### config.mk
export PLATFORM = sky130hd
export DESIGN_NAME = sih_host
export DESIGN_NICKNAME = d
export VERILOG_FILES = /design/src/verilog/sih_pkg.sv /design/src/verilog/sih_host.sv
export SDC_FILE = /design/constraint.sdc
export NUM_CORES = 1
export LEC_CHECK = 0
export ABC_AREA = 1
export CORE_ASPECT_RATIO = 1.25
export CORE_UTILIZATION = 35
export CTS_BUF_LIST = sky130_fd_sc_hd__clkbuf_4
export DETAILED_ROUTE_END_ITERATION = 6
export DONT_BUFFER_PORTS = 1
export PLACE_DENSITY_LB_ADDON = 0.08
export SETUP_SLACK_MARGIN = 0.5
export SKIP_LAST_GASP = 1
export SLEW_MARGIN = 20
export SYNTH_ARGS = -nofsm -noshare
export SYNTH_HDL_FRONTEND = slang
export SYNTH_SLANG_ARGS = --single-unit
### constraint.sdc
create_clock -name clk_sys_i -period 2.03 [get_ports clk_sys_i]
set_clock_uncertainty 0.2 [all_clocks]
set_input_delay 0.203 -clock clk_sys_i [delete_from_list [all_inputs] [get_ports clk_sys_i]]
set_output_delay 0.203 -clock clk_sys_i [all_outputs]
set_load 0.05 [all_outputs]
### src/verilog/sih_pkg.sv
// constants, states and carriers of the serial interrupt host controller
`default_nettype none
package sih_pkg;
    // =========================================================
    // frame timing
    localparam int unsigned FRAME_COUNT = 17;
    localparam logic [2:0] HOLD_MIN = 3'h3;
    localparam logic [2:0] HOLD_MAX = 3'h7;
    localparam logic [3:0] STOP_QUIET_LEN = 4'h2;
    localparam logic [3:0] STOP_CONT_LEN = 4'h3;
    localparam logic [1:0] PH_SAMPLE = 2'h0;
    localparam logic [1:0] PH_RECOVER = 2'h1;
    localparam logic [1:0] PH_TURN = 2'h2;
    localparam logic [4:0] FIRST_IRQ_FRAME = 5'h02;
    localparam logic [4:0] LAST_IRQ_FRAME = 5'h10;
    localparam logic [15:0] IRQ_DEFAULT = 16'hFFFF;
    localparam logic MODE_CONT = 1'b1;
    localparam logic MODE_QUIET = 1'b0;

    // =========================================================
    // types
    typedef enum logic [2:0] {
        ST_IDLE,
        ST_START_LO,
        ST_START_HI,
        ST_DATA,
        ST_STOP_LO,
        ST_STOP_HI,
        ST_STOP_TA
    } sih_state_t;

    typedef struct packed {
        logic quiet_next; // stop width selects quiet mode for the next cycle
        logic cont_run;   // start a new cycle after every stop in continuous mode
        logic start_req;  // one-cycle request to run a cycle
        logic [2:0] start_hold;
    } sih_ctl_t;

    typedef struct packed {
        logic busy;
        logic mode_cont;
        logic cycle_done;
    } sih_stat_t;
endpackage : sih_pkg
`default_nettype wire

### src/verilog/sih_host.sv
// host controller of the one-wire serial interrupt line
`default_nettype none
module sih_host #(
    parameter int unsigned FRAMES = sih_pkg::FRAME_COUNT
) (
    // clock and reset
    input wire logic clk_sys_i,
    input wire logic sys_rst_i,
    // control from the interrupt controller
    input wire sih_pkg::sih_ctl_t ctl_i,
    // serial interrupt line, open drain
    input wire logic serial_interrupt_line_i,
    output logic serial_interrupt_line_o,
    output logic serial_interrupt_line_oe_o,
    // collected levels and status
    output logic [15:0] irq_level_o,
    output sih_pkg::sih_stat_t stat_o
);
    // =========================================================
    // state
    sih_pkg::sih_state_t st_r;
    logic [3:0] cnt_r;
    logic [4:0] fr_r;
    logic [1:0] ph_r;
    logic mode_r;
    logic stop_quiet_r;
    logic [15:0] irq_r;
    logic done_r;
    logic drv_o_r;
    logic drv_oe_r;
    logic busy_r;
    logic [4:0] last_frame;

    assign last_frame = 5'(FRAMES);

    // hold time clamped into the legal three to seven clocks
    function automatic logic [3:0] hold_len(input logic [2:0] h);
        logic [2:0] v;
        v = (h < sih_pkg::HOLD_MIN) ? sih_pkg::HOLD_MIN : h;
        return {1'b0, v};
    endfunction

    // =========================================================
    // cycle sequencer and line drive
    always_ff @(posedge clk_sys_i) begin
        if (sys_rst_i) begin
            st_r <= sih_pkg::ST_IDLE;
            cnt_r <= 4'h0;
            fr_r <= 5'h00;
            ph_r <= sih_pkg::PH_TURN;
            stop_quiet_r <= 1'b0;
            drv_o_r <= 1'b1;
            drv_oe_r <= 1'b0;
            busy_r <= 1'b0;
        end else begin
            case (st_r)
                sih_pkg::ST_IDLE: begin
                    if (ctl_i.start_req || (mode_r == sih_pkg::MODE_CONT && ctl_i.cont_run)) begin
                        // host start: one own low clock plus the hold
                        st_r <= sih_pkg::ST_START_LO;
                        cnt_r <= hold_len(ctl_i.start_hold) + 4'h1;
                        busy_r <= 1'b1;
                        drv_o_r <= 1'b0;
                        drv_oe_r <= 1'b1;
                    end else if (mode_r == sih_pkg::MODE_QUIET && !serial_interrupt_line_i) begin
                        // a slave began the start; take over next clock
                        st_r <= sih_pkg::ST_START_LO;
                        cnt_r <= hold_len(ctl_i.start_hold);
                        busy_r <= 1'b1;
                        drv_o_r <= 1'b0;
                        drv_oe_r <= 1'b1;
                    end
                end
                sih_pkg::ST_START_LO: begin
                    if (cnt_r <= 4'h1) begin
                        st_r <= sih_pkg::ST_START_HI;
                        drv_o_r <= 1'b1;
                    end
                    cnt_r <= cnt_r - 4'h1;
                end
                sih_pkg::ST_START_HI: begin
                    // rising edge seen; frame 0 turn-around follows
                    st_r <= sih_pkg::ST_DATA;
                    drv_oe_r <= 1'b0;
                    fr_r <= 5'h00;
                    ph_r <= sih_pkg::PH_TURN;
                end
                sih_pkg::ST_DATA: begin
                    if (ph_r == sih_pkg::PH_TURN) begin
                        ph_r <= sih_pkg::PH_SAMPLE;
                        fr_r <= fr_r + 5'h01;
                    end else begin
                        ph_r <= ph_r + 2'h1;
                    end
                    if (ph_r == sih_pkg::PH_TURN && fr_r == last_frame) begin
                        // all frames done; stop width carries next mode
                        st_r <= sih_pkg::ST_STOP_LO;
                        stop_quiet_r <= ctl_i.quiet_next;
                        cnt_r <= ctl_i.quiet_next ? sih_pkg::STOP_QUIET_LEN
                                                  : sih_pkg::STOP_CONT_LEN;
                        drv_o_r <= 1'b0;
                        drv_oe_r <= 1'b1;
                    end
                end
                sih_pkg::ST_STOP_LO: begin
                    if (cnt_r <= 4'h1) begin
                        st_r <= sih_pkg::ST_STOP_HI;
                        drv_o_r <= 1'b1;
                    end
                    cnt_r <= cnt_r - 4'h1;
                end
                sih_pkg::ST_STOP_HI: begin
                    st_r <= sih_pkg::ST_STOP_TA;
                    drv_oe_r <= 1'b0;
                end
                sih_pkg::ST_STOP_TA: begin
                    // earliest next start is the clock after this one
                    st_r <= sih_pkg::ST_IDLE;
                    busy_r <= 1'b0;
                end
                default: begin
                    st_r <= sih_pkg::ST_IDLE;
                    drv_oe_r <= 1'b0;
                    busy_r <= 1'b0;
                end
            endcase
        end
    end

    // =========================================================
    // mode taken over only inside the stop frame
    always_ff @(posedge clk_sys_i) begin
        if (sys_rst_i) begin
            mode_r <= sih_pkg::MODE_CONT;
        end else if (st_r == sih_pkg::ST_STOP_HI) begin
            mode_r <= stop_quiet_r ? sih_pkg::MODE_QUIET : sih_pkg::MODE_CONT;
        end
    end

    // =========================================================
    // level capture in the sample phase of frames 2 to 16
    always_ff @(posedge clk_sys_i) begin
        if (sys_rst_i) begin
            irq_r <= sih_pkg::IRQ_DEFAULT;
        end else if (st_r == sih_pkg::ST_DATA && ph_r == sih_pkg::PH_SAMPLE &&
                     fr_r >= sih_pkg::FIRST_IRQ_FRAME && fr_r <= sih_pkg::LAST_IRQ_FRAME) begin
            irq_r[4'(fr_r - 5'h01)] <= serial_interrupt_line_i;
        end
    end

    // end of data pulse
    always_ff @(posedge clk_sys_i) begin
        if (sys_rst_i) begin
            done_r <= 1'b0;
        end else begin
            done_r <= (st_r == sih_pkg::ST_DATA && ph_r == sih_pkg::PH_TURN &&
                       fr_r == last_frame);
        end
    end

    // outputs straight from flops
    assign serial_interrupt_line_o = drv_o_r;
    assign serial_interrupt_line_oe_o = drv_oe_r;
    assign irq_level_o = irq_r;
    assign stat_o = '{busy: busy_r, mode_cont: mode_r, cycle_done: done_r};

    // =========================================================
    // checks
    a_reset_release: assert property (@(posedge clk_sys_i)
        sys_rst_i |=> !serial_interrupt_line_oe_o)
        else $error("line driven after reset");
    a_start_width: assert property (@(posedge clk_sys_i) disable iff (sys_rst_i)
        (st_r == sih_pkg::ST_IDLE && ctl_i.start_req) |=>
        (serial_interrupt_line_oe_o && !serial_interrupt_line_o)[*4])
        else $error("host start low shorter than four clocks");
    a_start_high: assert property (@(posedge clk_sys_i) disable iff (sys_rst_i)
        (st_r == sih_pkg::ST_START_HI) |->
        (serial_interrupt_line_oe_o && serial_interrupt_line_o) ##1 !serial_interrupt_line_oe_o)
        else $error("start not ended by one high clock and release");
    a_stop_quiet: assert property (@(posedge clk_sys_i) disable iff (sys_rst_i)
        ($rose(st_r == sih_pkg::ST_STOP_LO) && stop_quiet_r) |->
        !serial_interrupt_line_o ##1 !serial_interrupt_line_o ##1 serial_interrupt_line_o)
        else $error("quiet stop not two clocks low");
    a_stop_cont: assert property (@(posedge clk_sys_i) disable iff (sys_rst_i)
        ($rose(st_r == sih_pkg::ST_STOP_LO) && !stop_quiet_r) |->
        (!serial_interrupt_line_o)[*3] ##1 serial_interrupt_line_o)
        else $error("continuous stop not three clocks low");
    a_mode_in_stop: assert property (@(posedge clk_sys_i) disable iff (sys_rst_i)
        $changed(mode_r) |-> $past(st_r == sih_pkg::ST_STOP_HI))
        else $error("mode changed outside stop frame");
    a_cont_passive: assert property (@(posedge clk_sys_i) disable iff (sys_rst_i)
        (st_r == sih_pkg::ST_IDLE && mode_r == sih_pkg::MODE_CONT && !ctl_i.start_req &&
         !ctl_i.cont_run) |=> st_r == sih_pkg::ST_IDLE)
        else $error("slave start honoured in continuous mode");
    a_stop_gap: assert property (@(posedge clk_sys_i) disable iff (sys_rst_i)
        (st_r == sih_pkg::ST_STOP_HI) |=> !serial_interrupt_line_oe_o ##1 !serial_interrupt_line_oe_o)
        else $error("start began before second clock after stop");
    a_irq13_slot: assert property (@(posedge clk_sys_i) disable iff (sys_rst_i)
        (st_r == sih_pkg::ST_DATA && fr_r == 5'h0E && ph_r == sih_pkg::PH_SAMPLE) |=>
        irq_level_o[13] == $past(serial_interrupt_line_i))
        else $error("frame 14 not stored as level 13");
    a_cycle_span: assert property (@(posedge clk_sys_i) disable iff (sys_rst_i)
        $rose(st_r == sih_pkg::ST_START_HI) |-> ##53 (st_r == sih_pkg::ST_STOP_LO))
        else $error("data frames not 3N-1 aligned over seventeen frames");
endmodule : sih_host
`default_nettype wire

==> results of run 1 <==
==> stage by stage <==
step | utilization (%) | cells | setup slack, ns
after CTS | 41.4 | 426 | 0.367
after detailed placement | 38.6 | 411 | 0.287
after global routing | 44.9 | 433 | 0.226
after global placement | 38.6 | 411 | 0.271
after floorplan | - | 338 | 0.506
final | 44.9 | 433 | 0.318
==> cells in the mapped netlist (2+ instances only) <==
cell type	n
a21oi_1	11
nand2_1	104
xor2_1	2
nand3_2	3
clkbuf_1	2
inv_1	32
nor2_4	2
nand4_1	3
nand2_2	4
inv_2	3
buf_4	3
nor3_1	3
nand3_1	50
nor2_1	44
buf_2	3
buf_6	3
dfxtp_1	36
ha_1	9
o21ai_0	7
==> metal layers <==
layer / vias to the layer above / track usage (%)
li1: 1105 / -
met1: 888 / 20.0
met2: 39 / 30.9
met3: 8 / 3.01
met4: 0 / 5.88
met5: - / 0
==> power by group <==
group	switching (mW)	internal [mW]
Combinational	0.642	0.359
Clock	0.236	0.121
Sequential	0.167	0.796
==> worst paths after layout <==
check	slack (ns)	cells past startpoint	end
worst min register to register	0.29	2	stop_quiet_r
worst max-delay path	0.32	10	irq_level_o[13]
worst max register to register	0.32	10	irq_level_o[13]
worst min-delay path	-0.0006	4	cnt_r[3]
==> logic make-up (layout without fill, tap and decap cells) <==
family	Yosys count	in the layout	synth area share (%)
XOR/XNOR	2	2	0.799
AND/OR/NAND/NOR	218	218	44.5
flip-flops	36	36	32.9
adder cells (fa/ha/maj)	9	9	5.14
AO/OA/AOI/OAI	24	24	6.34
buffers and inverters	49	62	10.4
==> repair_timing <==
item                       in CTS  in global routing
pin swaps                       5                  9
buffers inserted                4                  5
setup endpoints to repair      30                 31
gates resized for setup        19                 37
hold endpoints to repair       26                  0
gates cloned                    0                  2
hold buffers                    4                  0
==> worst max-delay path, stage by stage (launching register included) <==
cell and delay [ns]:
dfxtp_4 0.40, buf_6 0.12, ha_4 0.16, inv_8 0.04, nand3_4 0.08, nand2_4 0.06, nor2_4 0.18, clkbuf_16 0.20
nand2_2 0.04, nand2_1 0.05, nand3_1 0.08
==> state kept, by name, indices dropped and copies added, names as in the netlist <==
register and cells:
stop_quiet_r 1, cnt_r 4, mode_r 1, fr_r 5, ph_r 2, serial_interrupt_line_o 1
done_r 1, st_r 3, busy_r 1, serial_interrupt_line_oe_o 1, irq_level_o 16
==> area by class of cell <==
class / count / area [sq um] / share of cell area (%)
Timing Repair Buffer: 18 / 196 / 7.37
Clock buffer: 5 / 37.5 / 1.41
Tap cell: 82 / 103 / 3.85
Clock inverter: 2 / 7.51 / 0.282
Inverter: 37 / 151 / 5.68
Multi-Input combinational cell: 253 / 1440 / 53.9
Sequential cell: 36 / 733 / 27.5
==> reports/metrics.cfg, run 1 <==
[route]
drt-initial-drc-count=113
wire_per_inst_microns=12.2
first_pass_iters=4
top_layer=met4
drcViolationCount=0
wl_met1_mm=2.21
finalWirelength_mm=5.28
dr_wl_met2_mm=2.82
final_antenna_net_count=0
via_per_inst=4.71
met3_length_microns=165
dr_total_vias=2040

[clocking]
clk_latency_ns=0.34
cts_buffer_depth=2
cts_buffers=5
cts.sinks=36
cts_tree=built
cts-htree-levels=2
clock-root-buffer=clkbuf_4
clk_pin_slew_ns=0.10

[yosys]
synth.top_cells.by_area=dfxtp_1, nand2_1, nand3_1
async_flop_share_pct=0
synth_ff_type=dfxtp_1
synth_nets=356
synth-edff-count=0
synth_area_sq_mm=0.00219
yosysWarnings=0
post_synth.cell_area_avg_sq_um=6.49
synth_largest_area_cell=dfxtp_1
synthCells=338
yosys.area.top_type_share_pct=32.9
synth-seq-cells=36
seq_area_frac_synth_pct=32.9
yosys.cell_types.count=33

[job]
max-cap-violations=0

[timing]
hold_viol=1
worst_slew_pin_slew_ns=0.646
final.setup.tns_ns=0
timing.final.crit_share_pct=84.4
finalCriticalPeriod_ns=1.71
fin_hold_ws_ns=-0.000590
grt_setup_unrepaired=yes
maxSlewViolCount=0
slew_headroom_pct=56.8
fmax_mhz=584
setup_viol=0

[die]
die_y_microns=90.5
fp-row-count=31
start_util_pct=36.9
coreArea_sq_mm=0.00593
dieArea_sq_mm=0.00659
fp.dieW_microns=72.8
design.portCount=30

[outcome]
violations=hold timing
status=complete, but fails checks

[layout]
final_cell_mix=nand2_1, nand3_1, dfxtp_1, inv_1, nor2_1
antenna_cells=0
stdcell_area_sq_mm=0.00267
drive_gt1_share_pct=25.6
num-fill-cells=643
finalNetCount=369
final_common_cell=nand2_1
syn2layout_area_growth_pct=21.6

[pwr]
p_leak_nw=1.22
vdd_drop_max_mv=0.466
power.total_mw=2.32
power_density_mw_per_mm2=871

[global_routing]
grt_pass1_vias=1954
gr-total-overflow=0
antenna_found_initial=0
track_usage_pct=17.2
grt_max_degree=33
grt_pass1_wl_mm=8.94

[worst_hold_path]
hold_class=in -> reg
hp-start=ctl_i[1]

[setup_path]
crit_type=reg -> reg
required_ns=2.05
end_kind=register
timing.rr.start=fr_r[1]
critPathArrivalTime_ns=1.73
crit_start=fr_r[1]
start_kind=register
cp_max_fo=8

[placement]
gp_congestion=0.806
place_hpwl_mm=3.64
placed_area_sq_mm=0.00229
portBuffers=0

Power figures use the tool's default switching activity.
==> inputs of run 2 (changes only) <==
clock period = 1.53 ns   (was 2.03 ns; I/O delays follow)
==> run 2 against run 1 <==
Effect of this change: the run ends with hold timing, setup timing left; first-iteration DRC count down 19%; total power up 65%; worst setup slack worse by 0.46 ns; largest cell class unchanged; largest power group unchanged.
==> reports/metrics.cfg, run 2 (synthesized netlist as in run 1, its figures left out) <==
[outcome]
status=complete, but fails checks
violations=hold timing, setup timing

[timing]
worst_slack_ns=-0.143  ; -0.460 ns
finalCriticalPeriod_ns=1.67  ; -0.0398 ns
timing.final.crit_share_pct=109  ; +25 points
hold_viol=17  ; +16
maxSlewViolCount=0  ; unchanged
final.setup.tns_ns=-2.13  ; -2.13 ns
grt_setup_unrepaired=yes
setup_viol=25  ; +25
fin_hold_ws_ns=-0.246  ; -0.245 ns
fmax_mhz=598  ; +2.4%
worst_slew_pin_slew_ns=0.447  ; -0.199 ns
slew_headroom_pct=70.1  ; +13 points

[setup_path]
start_kind=register
r2r_cells=10  ; unchanged
end_kind=register
cp_max_fo=8  ; unchanged
required_ns=1.54  ; -0.51 ns
critPathArrivalTime_ns=1.68  ; -0.05 ns
crit_type=reg -> reg

[route]
finalWirelength_mm=6.12  ; +16%
wire_per_inst_microns=12.5  ; +2.4%
drt-initial-drc-count=91  ; -19%
dr_total_vias=2351  ; +15%
final_antenna_net_count=0  ; unchanged
first_pass_iters=4  ; unchanged
via_per_inst=4.80  ; +1.8%
drcViolationCount=0  ; unchanged

[global_routing]
grt_pass1_wl_mm=9.63  ; +7.6%
track_usage_pct=18.5  ; +1.3 points
grt_pass1_vias=2156  ; +10%
grt_max_degree=33  ; unchanged
gr-total-overflow=0  ; unchanged
antenna_found_initial=0  ; unchanged

[clocking]
cts.sinks=36  ; unchanged
cts_buffer_depth=2  ; unchanged
cts_tree=built
cts-htree-levels=2  ; unchanged
clk_pin_slew_ns=0.12  ; +0.02 ns
clock-root-buffer=clkbuf_4
hold_buffers=4  ; unchanged
clk_latency_ns=0.34  ; about the same
cts_buffers=5  ; unchanged

[pwr]
power_density_mw_per_mm2=1080  ; +24%
p_leak_nw=1.60  ; +31%
vdd_drop_max_mv=0.707  ; +52%
power.total_mw=3.83  ; +65%

[die]
dieArea_sq_mm=0.00659  ; unchanged
start_util_pct=36.9  ; unchanged
design.portCount=30  ; unchanged
coreArea_sq_mm=0.00593  ; unchanged
fp-row-count=31  ; unchanged
fp.dieW_microns=72.8  ; unchanged
die_y_microns=90.5  ; unchanged

[placement]
gp_congestion=0.837  ; +3.9%
placed_area_sq_mm=0.00269  ; +17%
portBuffers=0  ; unchanged
place_hpwl_mm=4.00  ; +9.7%
pre_cts_ws_ns=-0.0926  ; -0.380 ns

[worst_hold_path]
hold_depth=2  ; -2
hold_class=in -> reg

[layout]
syn2layout_area_growth_pct=62.1
multi_input_area_sq_mm=0.00164  ; +14%
num-fill-cells=553  ; -14%
largest_reg_flops=16  ; unchanged
stdcell_area_sq_mm=0.00355  ; +33%
finalNetCount=425  ; +15%
regArea_sq_um=777  ; +6.0%
drive_gt1_share_pct=51.2  ; +26 points
final_common_cell=nand2_1
final_cell_mix=nand2_1, nand3_1, buf_4, nor2_1, dfxtp_2
antenna_cells=0  ; unchanged

[job]
max-cap-violations=0  ; unchanged

-- run 2: cell count changes in the layout (fill, tap and decap cells not counted), sizes merged --
cell      change
buf          +56
clkbuf        +2
clkinv        -1
clkinvlp      +1
inv           -1
-- run 2: critical path, stage by stage, from the launching register on --
cell,delay [ns]
dfxtp_4,0.41
buf_12,0.11
ha_4,0.12
inv_4,0.03
nand3_2,0.05
nand2_2,0.06
nor2_4,0.19
clkbuf_16,0.20
nand2_1,0.06
nand2_1,0.05
nand3_1,0.05
-- run 2: metal layers --
layer  track usage, %  share of wire [%]  wire length, microns  vias to the layer above
li1                 -                  -                     -                     1210
met4             4.90                1.9                   115                        0
met1             21.3                 40                  2440                     1082
met2             34.3                 55                  3360                       48
met3             3.01                3.2                   197                       11
met5                0                  0                     0                        -
-- run 2: per-stage QoR --
step	util, %	std cells
floorplan	-	338
global placement	45.3	458
detailed placement	45.3	458
CTS	54.1	473
global route	59.9	490
finish	59.9	490
-- run 2: where the power goes --
group	internal [mW]	total [mW]	switching, mW
logic	0.894	2.10	1.21
registers	1.07	1.19	0.122
clock network	0.215	0.538	0.323
total	2.17	3.83	1.65
-- run 2: area by class of cell --
| cell class | instances | area share (%) |
|---|---|---|
| Multi-Input combinational cell | 253 | 46.2 |
| Timing Repair Buffer | 74 | 22.6 |
| Sequential cell | 36 | 21.9 |
| Inverter | 37 | 4.89 |
| Tap cell | 82 | 2.89 |
| Clock buffer | 7 | 1.48 |
| Clock inverter | 1 | 0.141 |
-- run 2: path summary, 6_finish.rpt --
kind,start,end,slack [ns]
setup / recovery,fr_r[1],irq_level_o[14],-0.14
hold / removal,serial_interrupt_line_i,irq_level_o[0],-0.25
setup reg to reg,fr_r[1],irq_level_o[14],-0.14
hold reg to reg,irq_level_o[9],irq_level_o[9],0.27
-- run 2: repair_timing --
item                                   4_1_cts  5_1_grt
endpoints found under the hold margin       28       17
pin swaps                                   17       26
gates resized for setup                    123       53
cloned                                       0        2
setup endpoints to repair                   57       57
setup buffers                                3       15
